### config.mk
export PLATFORM = sky130hd
export DESIGN_NAME = ocsr_regs
export DESIGN_NICKNAME = d
export VERILOG_FILES = /design/src/ocsr_pkg.sv /design/src/ocsr_regs.sv
export SDC_FILE = /design/constraint.sdc
export NUM_CORES = 1
export LEC_CHECK = 0
export BUFFER_PORTS_ARGS = -buffer_cell sky130_fd_sc_hd__buf_4
export CAP_MARGIN = 25
export CORE_MARGIN = 2
export CORE_UTILIZATION = 58
export DETAILED_ROUTE_END_ITERATION = 16
export HOLD_SLACK_MARGIN = 0.02
export PLACE_DENSITY = 0.88
export SYNTH_ARGS = -nofsm -noshare
export SYNTH_HDL_FRONTEND = slang
export SYNTH_SLANG_ARGS = --single-unit
### constraint.sdc
create_clock -name mclk -period 2.75 [get_ports mclk]
set_input_delay 0.1375 -clock mclk [delete_from_list [all_inputs] [get_ports mclk]]
set_output_delay 0.1375 -clock mclk [all_outputs]
set_load 0.1 [all_outputs]
### src/ocsr_pkg.sv
// Package of offsets, field layouts and reset values for the output/status register bank
// Operation
// Each clock output register holds power-down D7, format D4, amplitude D3:D2.
// Output registers at 0x28-0x2A, 0x30-0x32, 0x38-0x39, 0x40-0x41, auxiliary 0x4B.
// Clock output powered up when its power-down bit is 0; resets to 0.
// Auxiliary output power-down bit D7: 0 up, 1 down; resets to 0.
// Amplitude 00=350mV, 01=500mV, 10=700mV, 11=850mV in both formats.
// Clock output amplitude resets to 01; auxiliary amplitude resets to 00.
// Clock output format bit: 0 LVDS, 1 LVPECL; resets to 0.
// Auxiliary format D5:D4: 00 LVDS, 01 LVPECL, 1x complementary CMOS; resets 10.
// Enables 0x4C, latched 0x50, live 0x51 with selection D6, VCO flag D2 of 0x53.
// Enabled latched fault drives the active-low interrupt output low.
// Latched bit holds fault since last clear; writing 1 clears it and its interrupt.
// Live lock bits read 0 while lock is lost, 1 otherwise.
// Selection bit shows the chosen reference: 0 input 0, 1 input 1.
// Reserved bits read zero and ignore writes.
// Status registers have no meaningful reset value; software clears latches first.
package ocsr_pkg;
   localparam int NUM_OUT = 10;
   localparam logic [7:0] OFS_A0 = 8'h28;
   localparam logic [7:0] OFS_A1 = 8'h29;
   localparam logic [7:0] OFS_A2 = 8'h2A;
   localparam logic [7:0] OFS_B0 = 8'h30;
   localparam logic [7:0] OFS_B1 = 8'h31;
   localparam logic [7:0] OFS_B2 = 8'h32;
   localparam logic [7:0] OFS_C0 = 8'h38;
   localparam logic [7:0] OFS_C1 = 8'h39;
   localparam logic [7:0] OFS_D0 = 8'h40;
   localparam logic [7:0] OFS_D1 = 8'h41;
   localparam logic [7:0] OFS_AUX = 8'h4B;
   localparam logic [7:0] OFS_IRQ_EN = 8'h4C;
   localparam logic [7:0] OFS_LATCHED = 8'h50;
   localparam logic [7:0] OFS_LIVE = 8'h51;
   localparam logic [7:0] OFS_VCO = 8'h53;
   localparam logic [7:0] OUT_OFS [NUM_OUT] = '{OFS_A0, OFS_A1, OFS_A2, OFS_B0, OFS_B1,
      OFS_B2, OFS_C0, OFS_C1, OFS_D0, OFS_D1};
   // Field positions
   localparam int PD_BIT = 7;
   localparam int FMT_BIT = 4;
   localparam int FMT_AUX_LSB = 4;
   localparam int AMP_LSB = 2;
   localparam int SEL_BIT = 6;
   localparam int VCO_BIT = 2;
   localparam int STAT_W = 6;
   // Reset values
   localparam logic RST_PD = 1'b0;
   localparam logic RST_FMT = 1'b0;
   localparam logic [1:0] RST_AMP = 2'h1;
   localparam logic [1:0] RST_AUX_AMP = 2'h0;
   localparam logic [1:0] RST_AUX_FMT = 2'h2;
   localparam logic [5:0] RST_IRQ_EN = 6'h00;
   localparam logic [5:0] RST_LATCHED = 6'h3F;
   // Encodings
   typedef enum logic [1:0] {
      OCSR_AMP_350MV = 2'h0,
      OCSR_AMP_500MV = 2'h1,
      OCSR_AMP_700MV = 2'h2,
      OCSR_AMP_850MV = 2'h3
   } ocsr_amp_e;
   typedef enum logic [1:0] {
      OCSR_AUX_LVDS = 2'h0,
      OCSR_AUX_LVPECL = 2'h1,
      OCSR_AUX_CMOS = 2'h2,
      OCSR_AUX_CMOS2 = 2'h3
   } ocsr_auxfmt_e;
   typedef struct packed {
      logic powerdown;
      logic lvpecl;
      ocsr_amp_e amp;
   } ocsr_out_s;
   typedef struct packed {
      logic powerdown;
      ocsr_auxfmt_e fmt;
      ocsr_amp_e amp;
   } ocsr_aux_s;
   // Status bit order, D5..D0
   typedef struct packed {
      logic synth_lock;
      logic vcxo_lock;
      logic ref_valid;
      logic not_holdover;
      logic input1_active;
      logic input0_active;
   } ocsr_stat_s;
endpackage : ocsr_pkg

### src/ocsr_regs.sv
// Output configuration and status register bank
`timescale 1ns/1ps
module ocsr_regs (
   input wire logic mclk,
   input wire logic reset_n,
   input wire logic clk_en,
   input wire logic reg_wr,
   input wire logic reg_rd,
   input wire logic [7:0] reg_addr,
   input wire logic [7:0] reg_wdata,
   output logic [7:0] reg_rdata,
   input wire ocsr_pkg::ocsr_stat_s live_status,
   input wire logic selected_input,
   input wire logic vco_state_flag,
   output ocsr_pkg::ocsr_out_s [ocsr_pkg::NUM_OUT-1:0] clock_output,
   output ocsr_pkg::ocsr_aux_s aux_clock_output,
   output logic irq_out_n
);
   import ocsr_pkg::*;

   ocsr_out_s [NUM_OUT-1:0] out_cfg_r;
   ocsr_aux_s aux_cfg_r;
   logic [5:0] irq_en_r;
   logic [5:0] latched_r;
   logic [5:0] latched_nxt;
   logic [5:0] live_v;
   logic [7:0] rdata_nxt;
   logic wr_latched;

   function automatic logic hit(input logic [7:0] a, input logic [7:0] ofs);
      hit = (a == ofs);
   endfunction : hit

   assign live_v = live_status;
   assign wr_latched = clk_en && reg_wr && hit(reg_addr, OFS_LATCHED);

   genvar gi;
   generate
      for (gi = 0; gi < NUM_OUT; gi++) begin : g_out
         always_ff @(posedge mclk or negedge reset_n) begin
            if (!reset_n) begin
               out_cfg_r[gi].powerdown <= RST_PD;
               out_cfg_r[gi].lvpecl <= RST_FMT;
               out_cfg_r[gi].amp <= ocsr_amp_e'(RST_AMP);
            end else if (clk_en && reg_wr && hit(reg_addr, OUT_OFS[gi])) begin
               out_cfg_r[gi].powerdown <= reg_wdata[PD_BIT];
               out_cfg_r[gi].lvpecl <= reg_wdata[FMT_BIT];
               out_cfg_r[gi].amp <= ocsr_amp_e'(reg_wdata[AMP_LSB +: 2]);
            end
         end
      end
   endgenerate

   always_ff @(posedge mclk or negedge reset_n) begin
      if (!reset_n) begin
         aux_cfg_r.powerdown <= RST_PD;
         aux_cfg_r.fmt <= ocsr_auxfmt_e'(RST_AUX_FMT);
         aux_cfg_r.amp <= ocsr_amp_e'(RST_AUX_AMP);
      end else if (clk_en && reg_wr && hit(reg_addr, OFS_AUX)) begin
         aux_cfg_r.powerdown <= reg_wdata[PD_BIT];
         aux_cfg_r.fmt <= ocsr_auxfmt_e'(reg_wdata[FMT_AUX_LSB +: 2]);
         aux_cfg_r.amp <= ocsr_amp_e'(reg_wdata[AMP_LSB +: 2]);
      end
   end

   always_ff @(posedge mclk or negedge reset_n) begin
      if (!reset_n) begin
         irq_en_r <= RST_IRQ_EN;
      end else if (clk_en && reg_wr && hit(reg_addr, OFS_IRQ_EN)) begin
         irq_en_r <= reg_wdata[STAT_W-1:0];
      end
   end

   // Latches hold a fault (0) until written with 1; a fault in the clear cycle wins
   always_comb begin
      latched_nxt = latched_r;
      if (wr_latched) begin
         latched_nxt = latched_r | reg_wdata[STAT_W-1:0];
      end
      latched_nxt = latched_nxt & live_v;
   end

   // Reset value is only a defined start; software must clear before trusting it
   always_ff @(posedge mclk or negedge reset_n) begin
      if (!reset_n) begin
         latched_r <= RST_LATCHED;
      end else if (clk_en) begin
         latched_r <= latched_nxt;
      end
   end

   // Interrupt is a registered function of the next latch value (latched_nxt) and enables
   always_ff @(posedge mclk or negedge reset_n) begin
      if (!reset_n) begin
         irq_out_n <= 1'b1;
      end else if (clk_en) begin
         irq_out_n <= ~|(~latched_nxt & irq_en_r);
      end
   end

   always_comb begin
      rdata_nxt = 8'h00;
      for (int i = 0; i < NUM_OUT; i++) begin
         if (hit(reg_addr, OUT_OFS[i])) begin
            rdata_nxt[PD_BIT] = out_cfg_r[i].powerdown;
            rdata_nxt[FMT_BIT] = out_cfg_r[i].lvpecl;
            rdata_nxt[AMP_LSB +: 2] = out_cfg_r[i].amp;
         end
      end
      case (reg_addr)
         OFS_AUX: begin
            rdata_nxt[PD_BIT] = aux_cfg_r.powerdown;
            rdata_nxt[FMT_AUX_LSB +: 2] = aux_cfg_r.fmt;
            rdata_nxt[AMP_LSB +: 2] = aux_cfg_r.amp;
         end
         OFS_IRQ_EN: rdata_nxt[STAT_W-1:0] = irq_en_r;
         OFS_LATCHED: rdata_nxt[STAT_W-1:0] = latched_r;
         OFS_LIVE: begin
            rdata_nxt[STAT_W-1:0] = live_v;
            rdata_nxt[SEL_BIT] = selected_input;
         end
         OFS_VCO: rdata_nxt[VCO_BIT] = vco_state_flag;
         default: ;
      endcase
   end

   always_ff @(posedge mclk or negedge reset_n) begin
      if (!reset_n) begin
         reg_rdata <= 8'h00;
      end else if (clk_en && reg_rd) begin
         reg_rdata <= rdata_nxt;
      end
   end

   assign clock_output = out_cfg_r;
   assign aux_clock_output = aux_cfg_r;

   // Reset values are checked at the first edge after release
   reset_amp_a: assert property (@(posedge mclk) $rose(reset_n) |->
      clock_output[0].amp == OCSR_AMP_500MV && aux_clock_output.fmt == OCSR_AUX_CMOS)
      else $error("Output reset values wrong");

   write_cfg_a: assert property (@(posedge mclk) disable iff (!reset_n)
      clk_en && reg_wr && reg_addr == OFS_A0 |=> clock_output[0].powerdown ==
      $past(reg_wdata[7]) && clock_output[0].amp == $past(reg_wdata[3:2]))
      else $error("Output config write lost");

   aux_write_a: assert property (@(posedge mclk) disable iff (!reset_n)
      clk_en && reg_wr && reg_addr == OFS_AUX |=> aux_clock_output.fmt == $past(reg_wdata[5:4])
      && aux_clock_output.powerdown == $past(reg_wdata[7]))
      else $error("Aux config write lost");

   fault_latch_a: assert property (@(posedge mclk) disable iff (!reset_n)
      clk_en && !live_v[0] |=> !latched_r[0])
      else $error("Fault not latched");

   hold_latch_a: assert property (@(posedge mclk) disable iff (!reset_n)
      clk_en && !latched_r[1] && !wr_latched |=> !latched_r[1])
      else $error("Latch released without clear");

   irq_assert_a: assert property (@(posedge mclk) disable iff (!reset_n)
      clk_en && !latched_r[5] && irq_en_r[5] && !wr_latched && !(reg_wr && reg_addr == OFS_IRQ_EN)
      |=> !irq_out_n)
      else $error("Interrupt not raised");

   irq_quiet_a: assert property (@(posedge mclk) disable iff (!reset_n)
      clk_en && irq_en_r == 6'h00 && !(reg_wr && reg_addr == OFS_IRQ_EN) |=> irq_out_n)
      else $error("Interrupt without enable");

   reserved_zero_a: assert property (@(posedge mclk) disable iff (!reset_n)
      clk_en && reg_rd && (reg_addr == OFS_IRQ_EN || reg_addr == OFS_LATCHED) |=>
      reg_rdata[7:6] == 2'h0)
      else $error("Reserved bits not zero");

   live_sel_a: assert property (@(posedge mclk) disable iff (!reset_n)
      clk_en && reg_rd && reg_addr == OFS_LIVE |=> reg_rdata[6] == $past(selected_input))
      else $error("Selection bit wrong");

   // Every output register is checked on its own: write, hold, reset and read back
   generate
      for (gi = 0; gi < NUM_OUT; gi++) begin : g_out_chk
         out_write_a: assert property (@(posedge mclk) disable iff (!reset_n)
            clk_en && reg_wr && reg_addr == OUT_OFS[gi] |=> clock_output[gi] ==
            {$past(reg_wdata[PD_BIT]), $past(reg_wdata[FMT_BIT]), $past(reg_wdata[3:2])})
            else $error("Output register write lost");

         out_pd_a: assert property (@(posedge mclk) disable iff (!reset_n)
            clk_en && reg_wr && reg_addr == OUT_OFS[gi] |=>
            clock_output[gi].powerdown == $past(reg_wdata[7]))
            else $error("Output power-down write lost");

         out_fmt_a: assert property (@(posedge mclk) disable iff (!reset_n)
            clk_en && reg_wr && reg_addr == OUT_OFS[gi] |=>
            clock_output[gi].lvpecl == $past(reg_wdata[4]))
            else $error("Output format write lost");

         out_amp_a: assert property (@(posedge mclk) disable iff (!reset_n)
            clk_en && reg_wr && reg_addr == OUT_OFS[gi] |=>
            clock_output[gi].amp == $past(reg_wdata[3:2]))
            else $error("Output amplitude write lost");

         out_hold_a: assert property (@(posedge mclk) disable iff (!reset_n)
            !(clk_en && reg_wr && reg_addr == OUT_OFS[gi]) |=> $stable(clock_output[gi]))
            else $error("Output register changed without write");

         out_reset_a: assert property (@(posedge mclk) $rose(reset_n) |->
            clock_output[gi] == {RST_PD, RST_FMT, RST_AMP})
            else $error("Output register reset value wrong");

         out_read_a: assert property (@(posedge mclk) disable iff (!reset_n)
            clk_en && reg_rd && reg_addr == OUT_OFS[gi] |=> reg_rdata ==
            {$past(clock_output[gi].powerdown), 2'h0, $past(clock_output[gi].lvpecl),
            $past(clock_output[gi].amp), 2'h0})
            else $error("Output register read wrong");
      end
   endgenerate

   // Auxiliary output
   aux_hold_a: assert property (@(posedge mclk) disable iff (!reset_n)
      !(clk_en && reg_wr && reg_addr == OFS_AUX) |=> $stable(aux_clock_output))
      else $error("Aux register changed without write");

   aux_reset_a: assert property (@(posedge mclk) $rose(reset_n) |->
      aux_clock_output == {RST_PD, RST_AUX_FMT, RST_AUX_AMP})
      else $error("Aux register reset value wrong");

   aux_pd_a: assert property (@(posedge mclk) disable iff (!reset_n)
      clk_en && reg_wr && reg_addr == OFS_AUX |=>
      aux_clock_output.powerdown == $past(reg_wdata[PD_BIT]))
      else $error("Aux power-down write lost");

   aux_amp_a: assert property (@(posedge mclk) disable iff (!reset_n)
      clk_en && reg_wr && reg_addr == OFS_AUX |=>
      aux_clock_output.amp == $past(reg_wdata[3:2]))
      else $error("Aux amplitude write lost");

   // Either code with the upper bit set selects the complementary single-ended pair
   aux_cmos_a: assert property (@(posedge mclk) disable iff (!reset_n)
      clk_en && reg_wr && reg_addr == OFS_AUX && reg_wdata[5] |=>
      aux_clock_output.fmt inside {OCSR_AUX_CMOS, OCSR_AUX_CMOS2})
      else $error("Aux single-ended code lost");

   aux_read_a: assert property (@(posedge mclk) disable iff (!reset_n)
      clk_en && reg_rd && reg_addr == OFS_AUX |=> reg_rdata ==
      {$past(aux_clock_output.powerdown), 1'b0, $past(aux_clock_output.fmt),
      $past(aux_clock_output.amp), 2'h0})
      else $error("Aux register read wrong");

   // Interrupt enables
   irq_en_write_a: assert property (@(posedge mclk) disable iff (!reset_n)
      clk_en && reg_wr && reg_addr == OFS_IRQ_EN |=> irq_en_r == $past(reg_wdata[5:0]))
      else $error("Interrupt enable write lost");

   irq_en_hold_a: assert property (@(posedge mclk) disable iff (!reset_n)
      !(clk_en && reg_wr && reg_addr == OFS_IRQ_EN) |=> $stable(irq_en_r))
      else $error("Interrupt enable changed without write");

   irq_en_read_a: assert property (@(posedge mclk) disable iff (!reset_n)
      clk_en && reg_rd && reg_addr == OFS_IRQ_EN |=> reg_rdata == {2'h0, $past(irq_en_r)})
      else $error("Interrupt enable read wrong");

   irq_en_reset_a: assert property (@(posedge mclk) $rose(reset_n) |->
      irq_en_r == RST_IRQ_EN && irq_out_n)
      else $error("Interrupt reset state wrong");

   // Status latches start from a known value, which software still has to clear
   stat_reset_a: assert property (@(posedge mclk) $rose(reset_n) |->
      latched_r == RST_LATCHED && reg_rdata == 8'h00)
      else $error("Status reset state wrong");

   // Each latch bit: a fault sets it, only a clear while the live bit is good releases it
   generate
      for (gi = 0; gi < STAT_W; gi++) begin : g_stat_chk
         latch_set_a: assert property (@(posedge mclk) disable iff (!reset_n)
            clk_en && !live_v[gi] |=> !latched_r[gi])
            else $error("Status fault not latched");

         latch_keep_a: assert property (@(posedge mclk) disable iff (!reset_n)
            clk_en && !latched_r[gi] && !(wr_latched && reg_wdata[gi]) |=> !latched_r[gi])
            else $error("Status latch released without clear");

         latch_clear_a: assert property (@(posedge mclk) disable iff (!reset_n)
            clk_en && wr_latched && reg_wdata[gi] && live_v[gi] |=> latched_r[gi])
            else $error("Status latch not cleared");

         latch_good_a: assert property (@(posedge mclk) disable iff (!reset_n)
            clk_en && latched_r[gi] && live_v[gi] |=> latched_r[gi])
            else $error("Status latch fell without fault");

         irq_bit_a: assert property (@(posedge mclk) disable iff (!reset_n)
            clk_en && !live_v[gi] && irq_en_r[gi] |=> !irq_out_n)
            else $error("Enabled fault gave no interrupt");
      end
   endgenerate

   // A full clear with every live bit good must release the interrupt
   irq_release_a: assert property (@(posedge mclk) disable iff (!reset_n)
      wr_latched && reg_wdata[5:0] == 6'h3F && &live_v |=> irq_out_n)
      else $error("Interrupt not released by clear");

   // A low enable must freeze every register, status and interrupt included
   freeze_a: assert property (@(posedge mclk) disable iff (!reset_n)
      !clk_en |=> $stable(latched_r) && $stable(irq_en_r) && $stable(irq_out_n)
      && $stable(reg_rdata) && $stable(clock_output) && $stable(aux_clock_output))
      else $error("State moved while enable low");

   // Read paths
   latched_read_a: assert property (@(posedge mclk) disable iff (!reset_n)
      clk_en && reg_rd && reg_addr == OFS_LATCHED |=> reg_rdata == {2'h0, $past(latched_r)})
      else $error("Latched status read wrong");

   live_read_a: assert property (@(posedge mclk) disable iff (!reset_n)
      clk_en && reg_rd && reg_addr == OFS_LIVE |=> reg_rdata ==
      {1'b0, $past(selected_input), $past(live_status)})
      else $error("Live status read wrong");

   vco_read_a: assert property (@(posedge mclk) disable iff (!reset_n)
      clk_en && reg_rd && reg_addr == OFS_VCO |=>
      reg_rdata == {5'h00, $past(vco_state_flag), 2'h0})
      else $error("VCO status read wrong");

   // Holes in the map read as zero
   unmapped_read_a: assert property (@(posedge mclk) disable iff (!reset_n)
      clk_en && reg_rd && reg_addr inside {8'h2B, 8'h2F, 8'h33, 8'h3A, 8'h42, 8'h4A, 8'h4D,
      8'h52, 8'h54} |=> reg_rdata == 8'h00)
      else $error("Unmapped read not zero");

   // Read-only status ignores writes, so good latches stay good
   live_ro_a: assert property (@(posedge mclk) disable iff (!reset_n)
      clk_en && reg_wr && reg_addr == OFS_LIVE && &live_v && &latched_r |=> &latched_r)
      else $error("Write to live status had effect");

   // Read data is held between reads so a slow master may sample it late
   rdata_hold_a: assert property (@(posedge mclk) disable iff (!reset_n)
      !(clk_en && reg_rd) |=> $stable(reg_rdata))
      else $error("Read data changed without read");
endmodule : ocsr_regs

Word level (Yosys, flattened, before mapping)
Index checks and enable logic that the tools add are counted.
Word-level totals
  bits in registers: 66
  input bits: 29
  output and inout port bits: 54
  word-level logic and storage cells: 99
Cells by class
  equality and inequality tests: 15
  mux-type cells: 26
  bitwise operators: 4
  reductions and logical operators: 17
Operators with widths (count)
  8-bit by 6-bit == test with 1-bit output (second input constant): 8
  8-bit by 7-bit == test with 1-bit output (second input constant): 7
  3-bit 2-to-1 mux: 10
  1-bit logical AND: 15
  6-bit AND: 2
  1-bit 2-to-1 mux: 12
  3-bit one-hot mux with 4 select lines: 1
  6-bit 2-to-1 mux: 1
  6-bit inverter: 1
  6-bit bitwise OR: 1
  2-bit one-hot mux with 3 select lines: 1
  6-bit OR reduction: 1
  1-bit one-hot mux with 5 select lines: 1
  1-bit logical NOT: 1

Longest topological paths before layout
Gate-level depths: netlist (run 1).
  word-level depth: 12
  mapped depth: 7
  gate-level depth less buffers: 5

Worst setup path before layout (run 1)
OpenSTA, ideal clock, no wires.
  path kind: flip-flop to flip-flop
  from: reg out_cfg_r (netlist bit clock_output[39])
  to: reg reg_rdata[7]
  library setup time: 82 ps
  arrival time: 1992 ps
  path slack: 676 ps
  cell stages (with the launch flop): 5
  buffers on the path: 0
  cells stage by stage: dfrtp_1 -> nor3b_1 -> a21oi_1 -> or4b_2 -> a31oi_1
Between the ends
  cells in the longest elaborated chain, start to end: 2
Ends and longest elaborated chain
  start, declared: line ocsr_regs.sv:21  | ocsr_out_s [NUM_OUT-1:0] out_cfg_r;
  1-bit 2-to-1 mux: line ocsr_regs.sv:104  | if (hit(reg_addr, OUT_OFS[i])) begin
  1-bit 2-to-1 mux: line ocsr_regs.sv:110  | case (reg_addr)
  end signal, assigned: line ocsr_regs.sv:131  | reg_rdata <= rdata_nxt;
  end, declared: line ocsr_regs.sv:11  | output logic [7:0] reg_rdata,
Every way passes these cells.
A chain may end at the register's enable or synchronous reset.

Worst setup path in the final report (run 1)
  from: in reg_addr[0]
  to: reg reg_rdata[4]
Between the ends
  cells in the longest elaborated chain, start to end: 12
  elaborated cells between the ends (all ways): 25
Ends and longest elaborated chain
  start, declared: line ocsr_regs.sv:9  | input wire logic [7:0] reg_addr,
  8-bit by 6-bit == test with 1-bit output: line ocsr_regs.sv:31  | hit = (a == ofs);
  3-bit 2-to-1 mux (10 in a row): line ocsr_regs.sv:104
  3-bit one-hot mux with 4 select lines *: line ocsr_regs.sv:110
Every way passes the cells marked *; elsewhere a longest branch is shown, timed or not.

==> flow_metrics.env, run 1 <==
export IMPL_status="finished, final reports clean"
export IMPL_power_density_mw_per_mm2=547.1
export IMPL_cts_root_buf="clkbuf_8"
export IMPL_final_common_cell="buf_4"
export IMPL_die_area_mm2=0.006746
export IMPL_wl_per_cell_um=20.90
export IMPL_antenna_found_initial=0
export IMPL_async_flop_share=1.000
export IMPL_cts_resized_gates=0
export IMPL_fin_crit_sh=0.6691
export IMPL_dpl_instance_area_mm2=0.004154
export IMPL_setup_violations=0
export IMPL_setup_tns_ps=0
export IMPL_postCtsHoldBufs=2
export IMPL_ios=83
export IMPL_max_slew_margin=0.4455
export IMPL_cts_setup_buffers=0
export IMPL_design_area_mm2=0.004412
export IMPL_clk_pin_slew_ps=70
export IMPL_r2r_slack_ps=1130
export IMPL_grt_pass1_vias=3002
export IMPL_regArea_mm2=0.001674
export IMPL_end_kind="register"
export IMPL_nets=425
export IMPL_port_buffers=81
export IMPL_h_tree_depth=3
export IMPL_critPathMaxStageDelay_ps=650
export IMPL_worst_hold_path_type="in2reg"
export IMPL_fill_cells=426
export IMPL_vias=3103
export IMPL_track_usage=0.3059
export IMPL_critPathKind="in2reg"
export IMPL_drtPass1Iterations=7
export IMPL_holdWs_ps=29.92
export IMPL_skew_ps=6.083
export IMPL_dp_hpwl_mm=6.722
export IMPL_drive_above_1_share=0.4564
export IMPL_multiInputGateArea_mm2=0.001729
export IMPL_yosysUniqueCellTypes=54
export IMPL_worst_pin_slew_ps=831.7
export IMPL_syn_inst=321
export IMPL_antenna_cells=0
export IMPL_cap_viol_max_count=0
export IMPL_ys_seq_area_frac=0.4728
export IMPL_min_path_cells=3
export IMPL_num_rows=28
export IMPL_period_minus_slack_ps=1840
export IMPL_r2r_start="clock_output[20]"
export IMPL_worstPathRequired_ps=3010
export IMPL_cts_sink_count=66
export IMPL_syn_to_final_growth_pct=24.59
export IMPL_top_layer_used="met4"
export IMPL_min_delay_start="live_status[4]"
export IMPL_crit_start="reg_addr[0]"
export IMPL_ys_seq_elements=66
export IMPL_numCtsBuffers=9
export IMPL_p_leak_nw=2.004
export IMPL_fmax_mhz=543.5
export IMPL_final_antenna_net_count=0
export IMPL_syn_avg_cell_area_um2=11.03
export IMPL_synth_edf_count=0
export IMPL_wirelength_mm=9.947
export IMPL_yosys_warnings=0
export IMPL_grt_ovfl_total=0
export IMPL_finalPower_w=0.002414
export IMPL_rsz0062_at_grt="false"
export IMPL_slew_viol_final=0
export IMPL_final_cell_mix="buf_4, dfrtp_1, mux2_2"
export IMPL_grt_pass1_wl_mm=15.18
export IMPL_cts_buffer_depth=2
export IMPL_rr_worst_depth=5
export IMPL_crit_chain="buf_4, nor2b_1, nor4b_1, o2bb2ai_1, o21ai_0, a41oi_1"
export IMPL_worstPathMaxFanout=29
export IMPL_wl_met2_mm=4.828
export IMPL_syn_nets=350
export IMPL_wirelength_met1_mm=3.921
export IMPL_startpoint_type="input port"
export IMPL_wl_met3_um=846
export IMPL_first_iter_violations=351
export IMPL_core_area_mm2=0.005921
export IMPL_grt_max_degree=67
export IMPL_clk_latency_ps=340
export IMPL_initial_core_util=0.5981
export IMPL_drcViolationCount=0
export IMPL_ir_worst_vdd_mv=0.4175
export IMPL_timing_final_hold_violations=0
export IMPL_fp_dieW_um=82.14
export IMPL_critPathCapture="reg_rdata[4]"
export IMPL_viasPerCell=6.519
export IMPL_die_y_um=82.14
export IMPL_synth_area_mm2=0.003541
export IMPL_gp_congestion=0.9278
export IMPL_synth_top_flop_cell="dfrtp_1"
export IMPL_timing_rr_end="reg_rdata[2]"
export IMPL_cts_tree="done"
export IMPL_crit_arrival_ps=2100
export IMPL_cpMaxStageDelayCell="nor4b_1"
==> worst max-delay path: cells and delay by family <==
family,cells,cell delay (ps)
compound gates,3,550
buf+inv,1,290
simple gates,2,1110
==> metrics by stage <==
step	util	worst slack, ps	cells
2_1_floorplan	-	676.2	321
3_3_place_gp	0.7016	682.0	458
3_5_place_dp	0.7016	604.4	458
4_1_cts	0.7451	979.2	476
5_1_grt	0.7451	814.3	476
6_report	0.7451	910.0	476
==> cells by family after synthesis <==
kind of cell | after synthesis | share of synthesized area
mux | 56 | 0.1830
buf+inv | 29 | 0.04064
compound gates | 75 | 0.1410
simple gates | 95 | 0.1625
flops | 66 | 0.4728
==> Yosys cell counts (2+ instances only) <==
cell type	instances	area (um^2)
and2_1	2	12.51
o22a_1	2	17.52
o2bb2ai_1	2	17.52
o22ai_1	2	12.51
nor4b_1	5	43.79
dfstp_2	18	473.0
a22oi_1	3	22.52
clkbuf_1	13	48.80
inv_1	7	26.28
dfrtp_1	48	1201
nand4_1	2	12.51
a22o_1	3	26.28
o21ai_0	16	80.08
nor3b_1	2	15.01
nor2_1	13	48.80
a2bb2oi_1	2	17.52
nor3_1	11	55.05
a2111o_1	3	33.78
nand4b_1	2	17.52
a41oi_1	3	26.28
nand3_1	5	25.02
nand2_1	27	101.4
nand2b_1	4	25.02
mux2_2	46	518.0
nor2b_1	3	18.77
nor4bb_1	2	20.02
buf_2	4	20.02
a21oi_1	26	130.1
buf_6	4	45.04
a222oi_1	3	30.03
a31oi_1	4	25.02
mux2_4	6	90.09
or2_2	4	25.02
mux2i_1	4	40.04
==> sequential cells by signal, indices dropped and copies added (netlist names) <==
name,cells
aux_clock_output,5
irq_en_r,6
clock_output,40
irq_out_n,1
reg_rdata,8
latched_r,6
==> metal layers <==
layer | vias to the layer above | GRT usage
li1 | 1343 | -
met1 | 1491 | 0.3967
met2 | 219 | 0.4911
met3 | 50 | 0.06304
met4 | 0 | 0.1483
met5 | - | 0
==> how the worst min path moves through the flow <==
stage / endpoint / slack, ps
after floorplan: aux_clock_output[0] / -160
after global placement: clock_output[19] / 270
after detailed placement: reg_rdata[6] / 280
after global routing: irq_en_r[1] / 30
after CTS: latched_r[4] / 20
final: latched_r[4] / 30
==> power by group <==
part	total [W]	internal (W)	switching, W
registers	0.00103	0.00101	0.0000238
clock network	0.000952	0.000583	0.000368
logic	0.000433	0.000109	0.000324
==> layout make-up <==
class | count | area share
sequential | 66 | 0.3795
timing repair buffer | 86 | 0.1475
clock buffer | 12 | 0.03744
inverter | 7 | 0.005956
tap | 75 | 0.02127
multi-input combinational | 226 | 0.3919
clock inverter | 4 | 0.01645
Note: power is estimated with default switching activity, not from simulation.
==> inputs of run 2 (changes only) <==
--- a/config.mk
+++ b/config.mk
@@ -8,10 +8,10 @@
 export BUFFER_PORTS_ARGS = -buffer_cell sky130_fd_sc_hd__buf_4
 export CAP_MARGIN = 25
 export CORE_MARGIN = 2
-export CORE_UTILIZATION = 58
+export CORE_UTILIZATION = 54
 export DETAILED_ROUTE_END_ITERATION = 16
 export HOLD_SLACK_MARGIN = 0.02
-export PLACE_DENSITY = 0.88
+export PLACE_DENSITY = 0.83
 export SYNTH_ARGS = -nofsm -noshare
 export SYNTH_HDL_FRONTEND = slang
 export SYNTH_SLANG_ARGS = --single-unit
==> constraint.sdc (replaced) <==
create_clock -name mclk -period 1.8 [get_ports mclk]
set_input_delay 0.09 -clock mclk [delete_from_list [all_inputs] [get_ports mclk]]
set_output_delay 0.09 -clock mclk [all_outputs]
set_load 0.1 [all_outputs]
==> flow_metrics.env, run 2 (synthesis results as in run 1) <==
export IMPL_crit_start="clock_output[20]"
export IMPL_setup_tns_ps=0
export IMPL_grt_pass1_vias=3164
export IMPL_fp_dieW_um=84.98
export IMPL_clk_pin_slew_ps=70
export IMPL_worstPathMaxFanout=3
export IMPL_grt_ovfl_total=0
export IMPL_critPathKind="reg2reg"
export IMPL_worst_pin_slew_ps=459.0
export IMPL_skew_ps=5.002
export IMPL_vias=3169
export IMPL_crit_chain="nand2b_1, a2111o_1, a21oi_1, o2111ai_1, a41oi_1"
export IMPL_cts_setup_buffers=0
export IMPL_viasPerCell=6.083
export IMPL_core_area_mm2=0.006350
export IMPL_critPathMaxStageDelay_ps=630
export IMPL_period_minus_slack_ps=1685
export IMPL_cpMaxStageDelayCell="dfstp_4"
export IMPL_largest_reg_flops=40
export IMPL_ios=83
export IMPL_clk_latency_ps=340
export IMPL_wirelength_mm=10.16
export IMPL_grt_max_degree=35
export IMPL_fin_ws_ps=114.9
export IMPL_antenna_cells=0
export IMPL_p_leak_nw=2.194
export IMPL_power_density_mw_per_mm2=748.5
export IMPL_max_slew_margin=0.6897
export IMPL_rsz0062_at_grt="false"
export IMPL_die_y_um=84.98
export IMPL_cts_buffer_depth=2
export IMPL_first_iter_violations=388
export IMPL_crit_arrival_ps=1940
export IMPL_num_rows=29
export IMPL_critPathCapture="reg_rdata[2]"
export IMPL_finalPower_w=0.003575
export IMPL_wl_per_cell_um=19.50
export IMPL_worst_hold_path_type="in2reg"
export IMPL_design_area_mm2=0.004776
export IMPL_die_area_mm2=0.007221
export IMPL_fmax_mhz=593.4
export IMPL_drtPass1Iterations=5
export IMPL_final_common_cell="buf_4"
export IMPL_status="finished, final reports clean"
export IMPL_r2r_start="clock_output[20]"
export IMPL_drcViolationCount=0
export IMPL_drive_above_1_share=0.5000
export IMPL_track_usage=0.2945
export IMPL_holdWs_ps=105.5
export IMPL_startpoint_type="register"
export IMPL_regArea_mm2=0.001685
export IMPL_setup_violations=0
export IMPL_postCtsHoldBufs=11
export IMPL_cts_tree="done"
export IMPL_fill_cells=439
export IMPL_worstPathRequired_ps=2060
export IMPL_dpl_instance_area_mm2=0.004461
export IMPL_port_buffers=81
export IMPL_syn_to_final_growth_pct=34.88
export IMPL_multiInputGateArea_mm2=0.001729
export IMPL_cts_sink_count=66
export IMPL_timing_rr_end="reg_rdata[2]"
export IMPL_antenna_found_initial=0
export IMPL_gp_congestion=0.9037
export IMPL_fin_crit_sh=0.9362
export IMPL_end_kind="register"
export IMPL_final_antenna_net_count=0
export IMPL_final_cell_mix="buf_4, mux2_2, dfrtp_1"
export IMPL_ir_worst_vdd_mv=0.5531
export IMPL_initial_core_util=0.5576
export IMPL_cap_viol_max_count=0
export IMPL_numCtsBuffers=9
export IMPL_cts_root_buf="clkbuf_8"
export IMPL_timing_final_hold_violations=0
export IMPL_h_tree_depth=3
export IMPL_slew_viol_final=0
export IMPL_place_ws_ps=-125.5
export IMPL_grt_pass1_wl_mm=16.41
export IMPL_cts_resized_gates=0
export IMPL_dp_hpwl_mm=7.363
export IMPL_nets=468
export IMPL_rr_worst_depth=5
export IMPL_r2r_slack_ps=110
## run 2: changes by cell type in the layout (fill, tap and decap cells not counted), sizes merged
cell         delta
buf            +34
bufinv          -1
clkinvlp        +1
dlygate4sd3     +9
## run 2: final cells by class
class	instances	share of cell area
multi-input cells	226	0.3621
flip-flops and latches	66	0.3529
repair buffers	129	0.2164
clock buffers	12	0.03249
well taps	77	0.02017
clock inverters	4	0.01048
inverters	7	0.005502
## run 2: per-layer routing
metal | GRT usage | vias up | share of wire
met5 | 0 | - | 0
met4 | 0.1111 | 0 | 0.026
met3 | 0.04864 | 25 | 0.062
met2 | 0.4723 | 152 | 0.48
met1 | 0.4038 | 1559 | 0.43
li1 | - | 1433 | -
## run 2: power breakdown
part	switching, W	internal [W]	leakage (nW)
sequential	0.0000366	0.00154	0.836
clock	0.000571	0.000713	0.0986
combinational	0.000505	0.000212	1.26
total	0.00111	0.00246	2.19
## run 2: critical path, delay by kind of cell (launching register included)
kind	cells	cell delay [ps]
AO/OA/AOI/OAI	4	920
flip-flops	1	630
AND/OR/NAND/NOR	1	60
## run 2: how the worst min path moves through the flow
stage,from,end,slack [ps],cells past startpoint
floorplan,reset_n,aux_clock_output[0],-210,0
global placement,reset_n,clock_output[19],60,1
detailed placement,reset_n,clock_output[19],70,1
CTS,reg_wdata[7],clock_output[15],90,2
global route,reg_wdata[7],clock_output[11],110,2
finish,clk_en,latched_r[5],110,3
## run 2: through the flow
step,cells,util
finish,521,0.7521
global route,521,0.7521
CTS,521,0.7521
detailed placement,494,0.7025
global placement,494,0.7025
floorplan,321,-
==> inputs of run 3 (changes only) <==
--- a/config.mk
+++ b/config.mk
@@ -12,6 +12,7 @@
 export DETAILED_ROUTE_END_ITERATION = 16
 export HOLD_SLACK_MARGIN = 0.02
 export PLACE_DENSITY = 0.83
+export REMOVE_ABC_BUFFERS = 1
 export SYNTH_ARGS = -nofsm -noshare
 export SYNTH_HDL_FRONTEND = slang
 export SYNTH_SLANG_ARGS = --single-unit
==> flow_metrics.env, run 3 (synthesis results as in run 1) <==
export IMPL_fin_crit_sh=0.9544
export IMPL_place_ws_ps=-106.7
export IMPL_grt_max_degree=67
export IMPL_busiest_layer="met2"
export IMPL_die_y_um=84.98
export IMPL_grt_pass1_vias=3221
export IMPL_multiInputGateArea_mm2=0.001729
export IMPL_setup_violations=0
export IMPL_max_slew_margin=0.4449
export IMPL_core_area_mm2=0.006350
export IMPL_end_kind="register"
export IMPL_p_leak_nw=2.186
export IMPL_first_iter_violations=367
export IMPL_nets=467
export IMPL_regArea_mm2=0.001674
export IMPL_slew_viol_final=0
export IMPL_vias=3195
export IMPL_rsz0062_at_grt="false"
export IMPL_cts_root_buf="clkbuf_8"
export IMPL_startpoint_type="input port"
export IMPL_met2_usage=0.4595
export IMPL_worstPathMaxFanout=5
export IMPL_viasPerCell=6.144
export IMPL_power_density_mw_per_mm2=749.7
export IMPL_worst_hold_path_type="in2reg"
export IMPL_cts_sink_count=66
export IMPL_numCtsBuffers=9
export IMPL_skew_ps=8.719
export IMPL_fill_cells=457
export IMPL_stdcell_count=520
export IMPL_ios=83
export IMPL_track_usage=0.2929
export IMPL_cts_buffer_depth=2
export IMPL_cts_tree="done"
export IMPL_gp_congestion=0.9405
export IMPL_clk_latency_ps=350
export IMPL_critPathKind="in2reg"
export IMPL_place_inst=492
export IMPL_final_common_cell="buf_4"
export IMPL_period_minus_slack_ps=1718
export IMPL_final_cell_mix="buf_4, dfrtp_1, mux2_2"
export IMPL_met1_usage=0.3948
export IMPL_final_antenna_net_count=0
export IMPL_finalPower_w=0.003533
export IMPL_final_util=0.7423
export IMPL_worstPathRequired_ps=2100
export IMPL_drcViolationCount=0
export IMPL_clk_pin_slew_ps=80
export IMPL_dp_hpwl_mm=7.100
export IMPL_antenna_cells=0
export IMPL_ir_worst_vdd_mv=0.6118
export IMPL_drive_above_1_share=0.4808
export IMPL_grt_pass1_wl_mm=16.41
export IMPL_drtPass1Iterations=6
export IMPL_timing_final_hold_violations=0
export IMPL_worst_pin_slew_ps=832.6
export IMPL_die_area_mm2=0.007221
export IMPL_fmax_mhz=582.1
export IMPL_antenna_found_initial=0
export IMPL_status="finished, final reports clean"
export IMPL_use_met3=0.04864
export IMPL_largest_reg_flops=40
export IMPL_port_buffers=81
export IMPL_fin_ws_ps=82.13
export IMPL_grt_ovfl_total=0
export IMPL_crit_arrival_ps=2010
export IMPL_wirelength_mm=10.25
export IMPL_syn_to_final_growth_pct=33.11
export IMPL_wl_per_cell_um=19.71
export IMPL_fp_dieW_um=84.98
export IMPL_num_rows=29
export IMPL_h_tree_depth=3
export IMPL_cap_viol_max_count=0
export IMPL_initial_core_util=0.5576
==> run 3: routing by layer <==
metal  vias up  routed length (um)  share of wire
met2       139                5038           0.49
met5         -                   0              0
li1       1436                   -              -
met1      1590                4234           0.41
met3        30                 651          0.064
met4         0                 326          0.032
==> run 3: worst paths after layout <==
kind,startpoint,endpoint,slack (ps),cells after the start
max in group asynchronous,reset_n,clock_output[23],860,2
min,reg_wdata[7],clock_output[15],100,2
max reg2reg,clock_output[20],reg_rdata[2],210,5
min in group asynchronous,reset_n,clock_output[7],380,2
min reg2reg,reg_rdata[0],reg_rdata[0],490,2
max,reg_addr[5],latched_r[0],80,7
==> run 3: final cells by class <==
class / count / area share
Timing Repair Buffer: 128 / 0.2102
Multi-Input combinational cell: 226 / 0.3669
Clock buffer: 12 / 0.03079
Sequential cell: 66 / 0.3552
Tap cell: 77 / 0.02044
Clock inverter: 4 / 0.01088
Inverter: 7 / 0.005575
==> run 3: stage by stage <==
step	area, um^2	setup TNS (ps)	hold slack, ps
detailed placement	4397	-600.7	236.1
floorplan	3423	-3151	-205.6
global route	4713	0	103.5
global placement	4397	-263.6	224.7
finish	4713	0	104.8
CTS	4713	0	86.30
==> run 3: worst max-delay path, stage by stage <==
cell and delay [ps]:
buf_4 130, or4bb_1 630, nor3_4 250, buf_4 170
a21oi_1 70, a21oi_1 120, dlygate4sd3_1 560
==> run 3: report_power, final <==
group | total, W | internal (W) | switching [W] | leakage (nW)
registers | 0.00157 | 0.00154 | 0.0000375 | 0.845
clock network | 0.00125 | 0.000678 | 0.000570 | 0.0966
logic | 0.000712 | 0.000205 | 0.000507 | 1.24
==> run 3: timing repair <==
action	in CTS	in global routing
endpoints found under the hold margin	59	0
setup buffers	0	0
resized for setup	0	0
hold buffers	12	0
